`src/core/ppp_consts.svh`:
```
// Constants for the parallel printer port: register offsets, fields, resets, timing.
// Assumes inclusion by the package, the port, the checker and the bench.
`ifndef PPP_CONSTS_SVH
`define PPP_CONSTS_SVH
`define PPP_OFF_DATA 8'h00
`define PPP_OFF_CTRL 8'h04
`define PPP_OFF_STAT 8'h08
`define PPP_OFF_IRQST 8'h0c
`define PPP_OFF_IRQMSK 8'h10
`define PPP_OFF_COND0 8'h14
`define PPP_OFF_COND1 8'h18
`define PPP_CTRL_DIR 0
`define PPP_CTRL_AUTO 1
`define PPP_CTRL_FAST 2
`define PPP_CTRL_STRB 3
`define PPP_CTRL_INIT 4
`define PPP_RST_CTRL 8'h02
`define PPP_RST_DATA 8'h00
`define PPP_RST_STAT 5'h02
`define PPP_RST_PINS 8'h00
`define PPP_CLK_MHZ 25
`define PPP_SLOW_NS 1000
`define PPP_FAST_NS 200
`define PPP_SLOW_CYC ((`PPP_SLOW_NS * `PPP_CLK_MHZ + 999) / 1000)
`define PPP_FAST_CYC ((`PPP_FAST_NS * `PPP_CLK_MHZ + 999) / 1000)
`endif

```
`src/core/ppp_pkg.sv`:
```
// Types for the parallel printer port.
// Assumes the constants header sits beside it.
`include "ppp_consts.svh"
package ppp_pkg;
  typedef enum logic [1:0] {
    PPP_HIGH,
    PPP_LOW,
    PPP_FALL,
    PPP_RISE
  } ppp_cond_t;
  typedef logic [7:0] ppp_byte_t;
  typedef logic [4:0] ppp_stat_t;
endpackage

```
`src/core/ppp_sync.sv`:
```
// Three-stage input synchroniser with agreement filter.
// Assumes the input is asynchronous to core_clk.
`timescale 1ns/1ns
`default_nettype none
module ppp_sync #(
  parameter logic RST_VAL = 1'b0
) (
  input wire logic core_clk,
  input wire logic nrst,
  input wire logic asyncIn,
  output logic syncOut
);
  logic s1_ff;
  logic s2_ff;
  logic s3_ff;
  always_ff @(posedge core_clk) begin
    if (!nrst) begin
      s1_ff <= RST_VAL;
      s2_ff <= RST_VAL;
      s3_ff <= RST_VAL;
      syncOut <= RST_VAL;
    end else begin
      s1_ff <= asyncIn;
      s2_ff <= s1_ff;
      s3_ff <= s2_ff;
      // Change counts only when the last two stages agree
      if (s2_ff == s3_ff) begin
        syncOut <= s3_ff;
      end
    end
  end
endmodule
`default_nettype wire

```
`src/core/ppp_port.sv`:
```
// Parallel printer / general parallel I/O port with register port and interrupt.
// Assumes a single-cycle strobe master on core_clk and asynchronous pins.
`timescale 1ns/1ns
`default_nettype none
`include "ppp_consts.svh"
module ppp_port (
  input wire logic core_clk,
  input wire logic nrst,
  input wire logic [7:0] regAddr,
  input wire logic [7:0] regWdata,
  input wire logic regWr,
  input wire logic regRd,
  output logic [7:0] regRdata,
  input wire ppp_pkg::ppp_byte_t dataIn,
  output ppp_pkg::ppp_byte_t dataOut,
  output logic dataOe,
  output logic strobe_n,
  output logic printer_init_out_n,
  input wire logic ackIn,
  input wire logic fault_n_in,
  input wire logic printer_occupied_in,
  input wire logic selectIn,
  input wire logic paper_out_in,
  output logic irq
);
  import ppp_pkg::*;
  localparam logic [5:0] SLOW_CYC = 6'(`PPP_SLOW_CYC);
  localparam logic [5:0] FAST_CYC = 6'(`PPP_FAST_CYC);
  localparam ppp_stat_t STAT_RST = `PPP_RST_STAT;
  localparam ppp_byte_t PIN_RST = `PPP_RST_PINS;

  ppp_byte_t data_ff;
  logic [7:0] ctrl_ff;
  ppp_stat_t irqSt_ff;
  ppp_stat_t irqMsk_ff;
  ppp_cond_t cond_ff [5];
  ppp_stat_t statPrev_ff;
  wire ppp_stat_t statSync;
  ppp_stat_t statRaw;
  wire ppp_byte_t dataSync;
  ppp_stat_t hit;
  logic [5:0] pulseCnt_ff;
  logic pulseBusy;
  logic dataWr;

  assign statRaw = {paper_out_in, selectIn, printer_occupied_in, fault_n_in, ackIn};

  // Synchronisers reset to the idle pin levels, so no false edge follows reset
  ppp_sync #(
    .RST_VAL(STAT_RST[0])
  ) u_syncAck (
    .core_clk(core_clk),
    .nrst(nrst),
    .asyncIn(statRaw[0]),
    .syncOut(statSync[0])
  );

  ppp_sync #(
    .RST_VAL(STAT_RST[1])
  ) u_syncFault (
    .core_clk(core_clk),
    .nrst(nrst),
    .asyncIn(statRaw[1]),
    .syncOut(statSync[1])
  );

  ppp_sync #(
    .RST_VAL(STAT_RST[2])
  ) u_syncOccupied (
    .core_clk(core_clk),
    .nrst(nrst),
    .asyncIn(statRaw[2]),
    .syncOut(statSync[2])
  );

  ppp_sync #(
    .RST_VAL(STAT_RST[3])
  ) u_syncSelect (
    .core_clk(core_clk),
    .nrst(nrst),
    .asyncIn(statRaw[3]),
    .syncOut(statSync[3])
  );

  ppp_sync #(
    .RST_VAL(STAT_RST[4])
  ) u_syncPaper (
    .core_clk(core_clk),
    .nrst(nrst),
    .asyncIn(statRaw[4]),
    .syncOut(statSync[4])
  );

  ppp_sync #(
    .RST_VAL(PIN_RST[0])
  ) u_syncData0 (
    .core_clk(core_clk),
    .nrst(nrst),
    .asyncIn(dataIn[0]),
    .syncOut(dataSync[0])
  );

  ppp_sync #(
    .RST_VAL(PIN_RST[1])
  ) u_syncData1 (
    .core_clk(core_clk),
    .nrst(nrst),
    .asyncIn(dataIn[1]),
    .syncOut(dataSync[1])
  );

  ppp_sync #(
    .RST_VAL(PIN_RST[2])
  ) u_syncData2 (
    .core_clk(core_clk),
    .nrst(nrst),
    .asyncIn(dataIn[2]),
    .syncOut(dataSync[2])
  );

  ppp_sync #(
    .RST_VAL(PIN_RST[3])
  ) u_syncData3 (
    .core_clk(core_clk),
    .nrst(nrst),
    .asyncIn(dataIn[3]),
    .syncOut(dataSync[3])
  );

  ppp_sync #(
    .RST_VAL(PIN_RST[4])
  ) u_syncData4 (
    .core_clk(core_clk),
    .nrst(nrst),
    .asyncIn(dataIn[4]),
    .syncOut(dataSync[4])
  );

  ppp_sync #(
    .RST_VAL(PIN_RST[5])
  ) u_syncData5 (
    .core_clk(core_clk),
    .nrst(nrst),
    .asyncIn(dataIn[5]),
    .syncOut(dataSync[5])
  );

  ppp_sync #(
    .RST_VAL(PIN_RST[6])
  ) u_syncData6 (
    .core_clk(core_clk),
    .nrst(nrst),
    .asyncIn(dataIn[6]),
    .syncOut(dataSync[6])
  );

  ppp_sync #(
    .RST_VAL(PIN_RST[7])
  ) u_syncData7 (
    .core_clk(core_clk),
    .nrst(nrst),
    .asyncIn(dataIn[7]),
    .syncOut(dataSync[7])
  );

  assign pulseBusy = (pulseCnt_ff != 6'h00);
  // Writes are refused while strobe is low so the byte cannot change under it
  assign dataWr = regWr && (regAddr == `PPP_OFF_DATA) && !pulseBusy && strobe_n;

  always_ff @(posedge core_clk) begin
    if (!nrst) begin
      data_ff <= `PPP_RST_DATA;
    end else if (dataWr) begin
      data_ff <= regWdata;
    end
  end

  always_ff @(posedge core_clk) begin
    if (!nrst) begin
      ctrl_ff <= `PPP_RST_CTRL;
    end else if (regWr && regAddr == `PPP_OFF_CTRL) begin
      ctrl_ff <= {3'h0, regWdata[4:0]};
    end
  end

  always_ff @(posedge core_clk) begin
    if (!nrst) begin
      irqMsk_ff <= 5'h00;
    end else if (regWr && regAddr == `PPP_OFF_IRQMSK) begin
      irqMsk_ff <= regWdata[4:0];
    end
  end

  // Two bits per input: inputs 0..3 in the first word, input 4 in the second
  always_ff @(posedge core_clk) begin
    if (!nrst) begin
      for (int i = 0; i < 5; i++) begin
        cond_ff[i] <= PPP_HIGH;
      end
    end else if (regWr && regAddr == `PPP_OFF_COND0) begin
      for (int i = 0; i < 4; i++) begin
        cond_ff[i] <= ppp_cond_t'(regWdata[2*i +: 2]);
      end
    end else if (regWr && regAddr == `PPP_OFF_COND1) begin
      cond_ff[4] <= ppp_cond_t'(regWdata[1:0]);
    end
  end

  always_ff @(posedge core_clk) begin
    if (!nrst) begin
      statPrev_ff <= STAT_RST;
    end else begin
      statPrev_ff <= statSync;
    end
  end

  always_comb begin
    for (int i = 0; i < 5; i++) begin
      unique case (cond_ff[i])
        PPP_HIGH: hit[i] = statSync[i];
        PPP_LOW: hit[i] = !statSync[i];
        PPP_FALL: hit[i] = statPrev_ff[i] && !statSync[i];
        PPP_RISE: hit[i] = !statPrev_ff[i] && statSync[i];
      endcase
    end
  end

  // Set wins over a write-one clear in the same cycle
  always_ff @(posedge core_clk) begin
    if (!nrst) begin
      irqSt_ff <= 5'h00;
    end else if (regWr && regAddr == `PPP_OFF_IRQST) begin
      irqSt_ff <= (irqSt_ff & ~regWdata[4:0]) | hit;
    end else begin
      irqSt_ff <= irqSt_ff | hit;
    end
  end

  assign irq = |(irqSt_ff & irqMsk_ff);

  // Auto pulse starts on an accepted data write; width picked at that moment
  always_ff @(posedge core_clk) begin
    if (!nrst) begin
      pulseCnt_ff <= 6'h00;
    end else if (dataWr && ctrl_ff[`PPP_CTRL_AUTO]) begin
      pulseCnt_ff <= ctrl_ff[`PPP_CTRL_FAST] ? FAST_CYC : SLOW_CYC;
    end else if (pulseBusy) begin
      pulseCnt_ff <= pulseCnt_ff - 6'h01;
    end
  end

  always_ff @(posedge core_clk) begin
    if (!nrst) begin
      strobe_n <= 1'b1;
      printer_init_out_n <= 1'b1;
    end else begin
      if (ctrl_ff[`PPP_CTRL_AUTO]) begin
        strobe_n <= !(pulseBusy || (dataWr));
      end else begin
        strobe_n <= !ctrl_ff[`PPP_CTRL_STRB];
      end
      printer_init_out_n <= !ctrl_ff[`PPP_CTRL_INIT];
    end
  end

  // A single direction bit covers all eight lines
  assign dataOe = ctrl_ff[`PPP_CTRL_DIR];
  assign dataOut = data_ff;

  always_ff @(posedge core_clk) begin
    if (!nrst) begin
      regRdata <= 8'h00;
    end else if (regRd) begin
      unique case (regAddr)
        `PPP_OFF_DATA: regRdata <= dataOe ? data_ff : dataSync;
        `PPP_OFF_CTRL: regRdata <= ctrl_ff;
        `PPP_OFF_STAT: regRdata <= {2'h0, pulseBusy, statSync};
        `PPP_OFF_IRQST: regRdata <= {3'h0, irqSt_ff};
        `PPP_OFF_IRQMSK: regRdata <= {3'h0, irqMsk_ff};
        `PPP_OFF_COND0: regRdata <= {cond_ff[3], cond_ff[2], cond_ff[1], cond_ff[0]};
        `PPP_OFF_COND1: regRdata <= {6'h00, cond_ff[4]};
        default: regRdata <= 8'h00;
      endcase
    end else begin
      regRdata <= 8'h00;
    end
  end
endmodule
`default_nettype wire

```
`config.mk`:
```
export PLATFORM = sky130hd
export DESIGN_NAME = ppp_port
export DESIGN_NICKNAME = d
export VERILOG_FILES = /design/src/core/ppp_pkg.sv /design/src/core/ppp_sync.sv /design/src/core/ppp_port.sv
export VERILOG_INCLUDE_DIRS = /design/src /design/src/core
export SDC_FILE = /design/constraint.sdc
export NUM_CORES = 1
export LEC_CHECK = 0
export BUFFER_PORTS_ARGS = -buffer_cell sky130_fd_sc_hd__buf_2
export CAP_MARGIN = 20
export CORE_UTILIZATION = 40
export CTS_BUF_LIST = sky130_fd_sc_hd__clkbuf_2 sky130_fd_sc_hd__clkbuf_4 sky130_fd_sc_hd__clkbuf_8
export CTS_CLUSTER_DIAMETER = 80
export DETAILED_ROUTE_END_ITERATION = 12
export SLEW_MARGIN = 5
export SYNTH_ARGS = -nofsm -noshare
export SYNTH_HDL_FRONTEND = slang
export SYNTH_SLANG_ARGS = --single-unit
export TNS_END_PERCENT = 10
```
`constraint.sdc`:
```
create_clock -name core_clk -period 5.85 [get_ports core_clk]
set_input_delay 1.755 -clock core_clk [delete_from_list [all_inputs] [get_ports core_clk]]
set_output_delay 1.755 -clock core_clk [all_outputs]
set_load 0.01 [all_outputs]
```
# Yosys cells after proc, flatten, opt, wreduce, memory -nomap -nowiden
# Memory sizes are Yosys's and may differ from the RTL's.
# Index checks and enable logic that the tools add are counted.
[op_classes]
n_mux = 25
reduce_logical = 44
n_eq_ne = 34
bitwise_logic = 10
addsub = 1
[ops]
columns = ["cell", "count"]
rows = [
  ["$pmux W8 S7", 1],
  ["$eq A8 B5 Y1 const B", 3],
  ["$eq A2 B2 Y1 const B", 10],
  ["$pmux W1 S4", 5],
  ["$logic_and A1 B1 Y1", 19],
  ["$eq A8 B4 Y1 const B", 2],
  ["$logic_not A1 Y1", 14],
  ["$eq A1 B1 Y1", 13],
  ["$mux W6", 2],
  ["$and A5 B5 Y5", 2],
  ["$eq A2 B1 Y1 const B", 5],
  ["$logic_not A2 Y1", 5],
  ["$mux W2", 5],
  ["$mux W5", 2],
  ["$or A5 B5 Y5", 2],
  ["$mux W1", 9],
  ["$eq A8 B3 Y1 const B", 1],
  ["$logic_not A8 Y1", 1],
  ["$mux W8", 1],
  ["$reduce_bool A6 Y1", 1],
  ["$sub A6 B1 Y6 const B", 1],
  ["$not A5 Y5", 1],
  ["$or A1 B1 Y1", 5],
  ["$reduce_or A5 Y1", 1],
  ["other kinds (3)", 3],
]
[word_totals]
out_inout_bits = 20
ramBits = 10
inputBits = 33
memories = 1
wordCells = 176
ff_bits = 96
[memory_table]
columns = ["memory", "depth", "word_bits", "rd", "rd_clocked_by_memory_dff", "write_ports", "line_no", "source"]
rows = [
  ["cond_ff", 5, 2, 5, 0, 5, "ppp_port.sv:36", "ppp_cond_t cond_ff [5];"],
]

# Logic depth before layout (Yosys ltp)
[depth]
depth_word = 7
ltp_mapped = 7
depth_no_buf = 5

# By module
# Synthesis repeated with hierarchy kept, for this count alone.
[unflattened]
cells_unflattened = 405
hier_area_um2 = 4152.7
[modules_own_cells]
columns = ["module", "area_each_um2", "seq_area_each_um2", "instances", "cells_each"]
rows = [
  ["ppp_port", 2643.8, 1181.1, 1, 275],
  ["ppp_sync at u_syncAck ...", 116.4, 80.1, 12, 10],
  ["ppp_sync at u_syncFault", 112.6, 80.1, 1, 10],
]

# Worst setup path after synthesis
# Ideal clock, no wire load.
[synth_path]
path_kind = "input port to flip-flop"
startpoint = "in regAddr[5]"
endpoint = "reg irqMsk_ff[0]"
required_ns = 5.722
slack_ns = 2.701
n_path_buf = 0
arrival_time_ns = 3.022
stages = 4
setup_ns = 0.128
path_cell_list = "or4_4 > nor4b_4 > mux2i_1 > nor2_1"
[synth_via]
elab_chain_cells = 2
[synth_rtl]
columns = ["item", "line_no", "source"]
rows = [
  ["from (decl)", "ppp_port.sv:9", "input wire logic [7:0] regAddr,"],
  ["$eq A8 B5 Y1", "--", ""],
  ["$logic_and A1 B1 Y1 (no line)", "--", ""],
  ["to (signal assigned)", "ppp_port.sv:190", "irqMsk_ff <= regWdata[4:0];"],
  ["to (decl)", "ppp_port.sv:35", "ppp_stat_t irqMsk_ff;"],
]
# No other way between the ends.
# A chain may end at the register's enable or synchronous reset.

==> results_dict.tcl <==
set metrics [dict create \
    min_path_type "register to register" \
    grt_use_total 0.187 \
    tightest_slew_ns 0.667 \
    hold_viol_final 0 \
    rsz0062_at_grt "no" \
    hp-start "u_syncFault.s1_ff$_SDFF_PN1_" \
    post-cts-setup-buffer-count 0 \
    p_seq_frac 0.560 \
    clock-sinks 106 \
    fin_nets 498 \
    critPathBufInv 1 \
    chipHeight_um 103 \
    rr_endpoint "pulseCnt_ff[3]$_SDFFE_PN0P_" \
    crit_chain "buf_2 -> nor4_1 -> and4_1 -> nand2_1 -> nand2_1" \
    tritoncts "built" \
    cap_viol_max_count 0 \
    clkTransAtPathRegs_ns 0.10 \
    critPathSlowestCell "nor4_1" \
    min_to "u_syncFault.s2_ff$_SDFF_PN1_" \
    grt_pass1_vias 2875 \
    fin_ws_ns 2.73 \
    drt-initial-drc-count 185 \
    finalSetupTns_ns 0 \
    power_mw 1.43 \
    synthTopCellsByCount "dfxtp_1, nand2_1, and2_1" \
    endpoint_kind "register" \
    cpLargestDelayFamily "simple AND/OR/NAND/NOR gates" \
    drc 0 \
    hold_buffers 0 \
    fin_util 0.473 \
    cp_max_fo 8 \
    antenna_cells 0 \
    synth_cells 420 \
    via_count 3085 \
    ys_warn_count 0 \
    rrSetupSlack_ns 3.92 \
    final.period_utilization 0.534 \
    setup_viol 0 \
    grt_pass1_wl_um 14700 \
    fin_skew_ns 0.0102 \
    p_comb_frac 0.135 \
    ant_nets 0 \
    synth_area_leaders "dfxtp_1, and2_1, edfxtp_1" \
    start_util 0.418 \
    cp_slowest_stage_delay_ns 0.53 \
    area.growth.synth_to_final_pct 13.3 \
    drive_gt1_frac 0.179 \
    ys_ff_latch 106 \
    std_cell_rows 36 \
    ys.flop_type "dfxtp_1" \
    power_density_nw_per_um2 307 \
    wl_per_cell_um 15.3 \
    final_cells 601 \
    holdPathStages 1 \
    dp_worst_setup_slack_ns 2.33 \
    r2r_start "pulseCnt_ff[2]$_SDFFE_PN0P_" \
    maxSlewHeadroom 0.552 \
    hpwl_um 6580 \
    synth_top_area_frac 0.467 \
    overflow 0 \
    r2r_cells 4 \
    drt_wl_total_um 9200 \
    leakage_nw 1.82 \
    dp_cells 585 \
    worst-path-stages 5 \
    avgViaCountPerCell 5.13 \
    critPathArrivalTime_ns 3.16 \
    synth.avg_cell_area_um2 9.81 \
    post_cts_resized 0 \
    ys_seq_area_frac 0.539 \
    io_buffers 52 \
    core_area_um2 9860 \
    crit_path_start_kind "input port" \
    finalMaxSlewViolations 0 \
    p_clk_frac 0.305 \
    synth_edf_count 10 \
    cp_common_cell "nand2_1" \
    synthArstFlopShare 0 \
    grt_max_degree 73 \
    synth_top_area_cell "dfxtp_1" \
    synth_fp_nets 455 \
    synth_cell_types 46 \
    peakVddDrop_mv 0.167 \
    dr.pass1.iters 4 \
    worstSkewPairLatency_ns 0.38 \
    finalCriticalPeriod_ns 3.12 \
    max_freq_mhz 320 \
    die_area_um2 10700 \
    switchingPower_mw 0.395 \
    p_int_mw 1.04 \
    htreeDepth 3 \
    crit_required_ns 5.89 \
    n_fill_cell 943 \
    crit_type "input port to register" \
    post-synth-top-count-cell "dfxtp_1" \
    antenna_found_initial 0 \
    clockRootBuffer "clkbuf_8" \
    die_w_um 103 \
    ctsLongestPathBuffers 2 \
    swShare 0.276 \
    outcome "finished clean" \
    gp_congestion 0.919 \
    ios 53 \
    syn-cell-area_um2 4120 \
    numCtsBuffers 9 \
]
layout make-up:
type | count | area, um2 | share of cell area
clock inverters | 6 | 55.1 | 0.0118
clock buffers | 10 | 138 | 0.0295
flip-flops and latches | 106 | 2220 | 0.476
inverters | 8 | 30.0 | 0.00643
multi-input cells | 284 | 1780 | 0.382
repair buffers | 54 | 275 | 0.0590
well taps | 133 | 166 | 0.0357
worst max-delay path by stage:
| stage | end | slack, ns | startpoint |
|---|---|---|---|
| 3_3_place_gp | pulseCnt_ff[3]$_SDFFE_PN0P_ | 2.39 | regAddr[5] |
| 3_5_place_dp | cond_ff[0][5]$_SDFFCE_PN0P_ | 2.33 | regAddr[5] |
| 5_1_grt | cond_ff[0][0]$_DFFE_PP_ | 2.55 | regAddr[5] |
| 2_1_floorplan | irqMsk_ff[0]$_SDFFE_PN0P_ | 2.70 | regAddr[5] |
| 6_report | cond_ff[0][5]$_SDFFCE_PN0P_ | 2.73 | regAddr[5] |
| 4_1_cts | pulseCnt_ff[3]$_SDFFE_PN0P_ | 2.73 | regAddr[5] |
state kept, by name (all words and copies together) (netlist names), 5 cells and up:
signal / count
irqMsk_ff: 5
dataOut: 8
ctrl_ff: 5
irqSt_ff: 5
regRdata: 8
cond_ff: 10
pulseCnt_ff: 6
statPrev_ff: 5
stage by stage:
stage	hold slack (ns)	instance area, um2
detailed placement	0.396	4470
global placement	0.391	4470
global route	0.450	4670
floorplan	0.373	4120
finish	0.421	4670
CTS	0.421	4670
cell families after synthesis:
kind of cell	after synthesis	synth area share
mux	32	0.0835
simple gates	162	0.211
compound gates	83	0.121
xor+xnor	5	0.0106
buf+inv	30	0.0282
fa+ha+maj	2	0.00607
flops	106	0.539
layer usage:
metal | vias to the layer above | global-route usage | share of wire
met2 | 111 | 0.295 | 0.45
met3 | 15 | 0.0491 | 0.052
met1 | 1421 | 0.248 | 0.48
met5 | - | 0 | 0
met4 | 0 | 0.0650 | 0.018
li1 | 1538 | - | -
power by group through the flow:
| stage | Combinational (mW) | Sequential [mW] | Clock, mW |
|---|---|---|---|
| after floorplan | 0.148 | 0.811 | 0 |
| after global placement | 0.187 | 0.816 | 0 |
| after detailed placement | 0.192 | 0.817 | 0 |
| after CTS | 0.194 | 0.800 | 0.454 |
| after global routing | 0.219 | 0.806 | 0.484 |
| final | 0.193 | 0.801 | 0.437 |
cell usage in the layout, fill, tap and decap left out, types with 3 or more instances in the layout:
cell type   n
buf_2      52
a32oi_1     4
xnor2_1     3
edfxtp_1   10
nand3_1     8
nand2b_1    5
nor2_1     16
and4_1      3
o22ai_1     3
o211ai_1    5
mux2_2      9
nand2_1    56
nor2b_1     3
inv_6       3
nand3b_1    9
inv_1       7
a21oi_1    23
a221oi_1    3
o21ai_0    34
clkbuf_8   10
mux2i_1    22
dfxtp_1    96
and2_1     50
No activity file was read; power rests on OpenSTA's default activity.
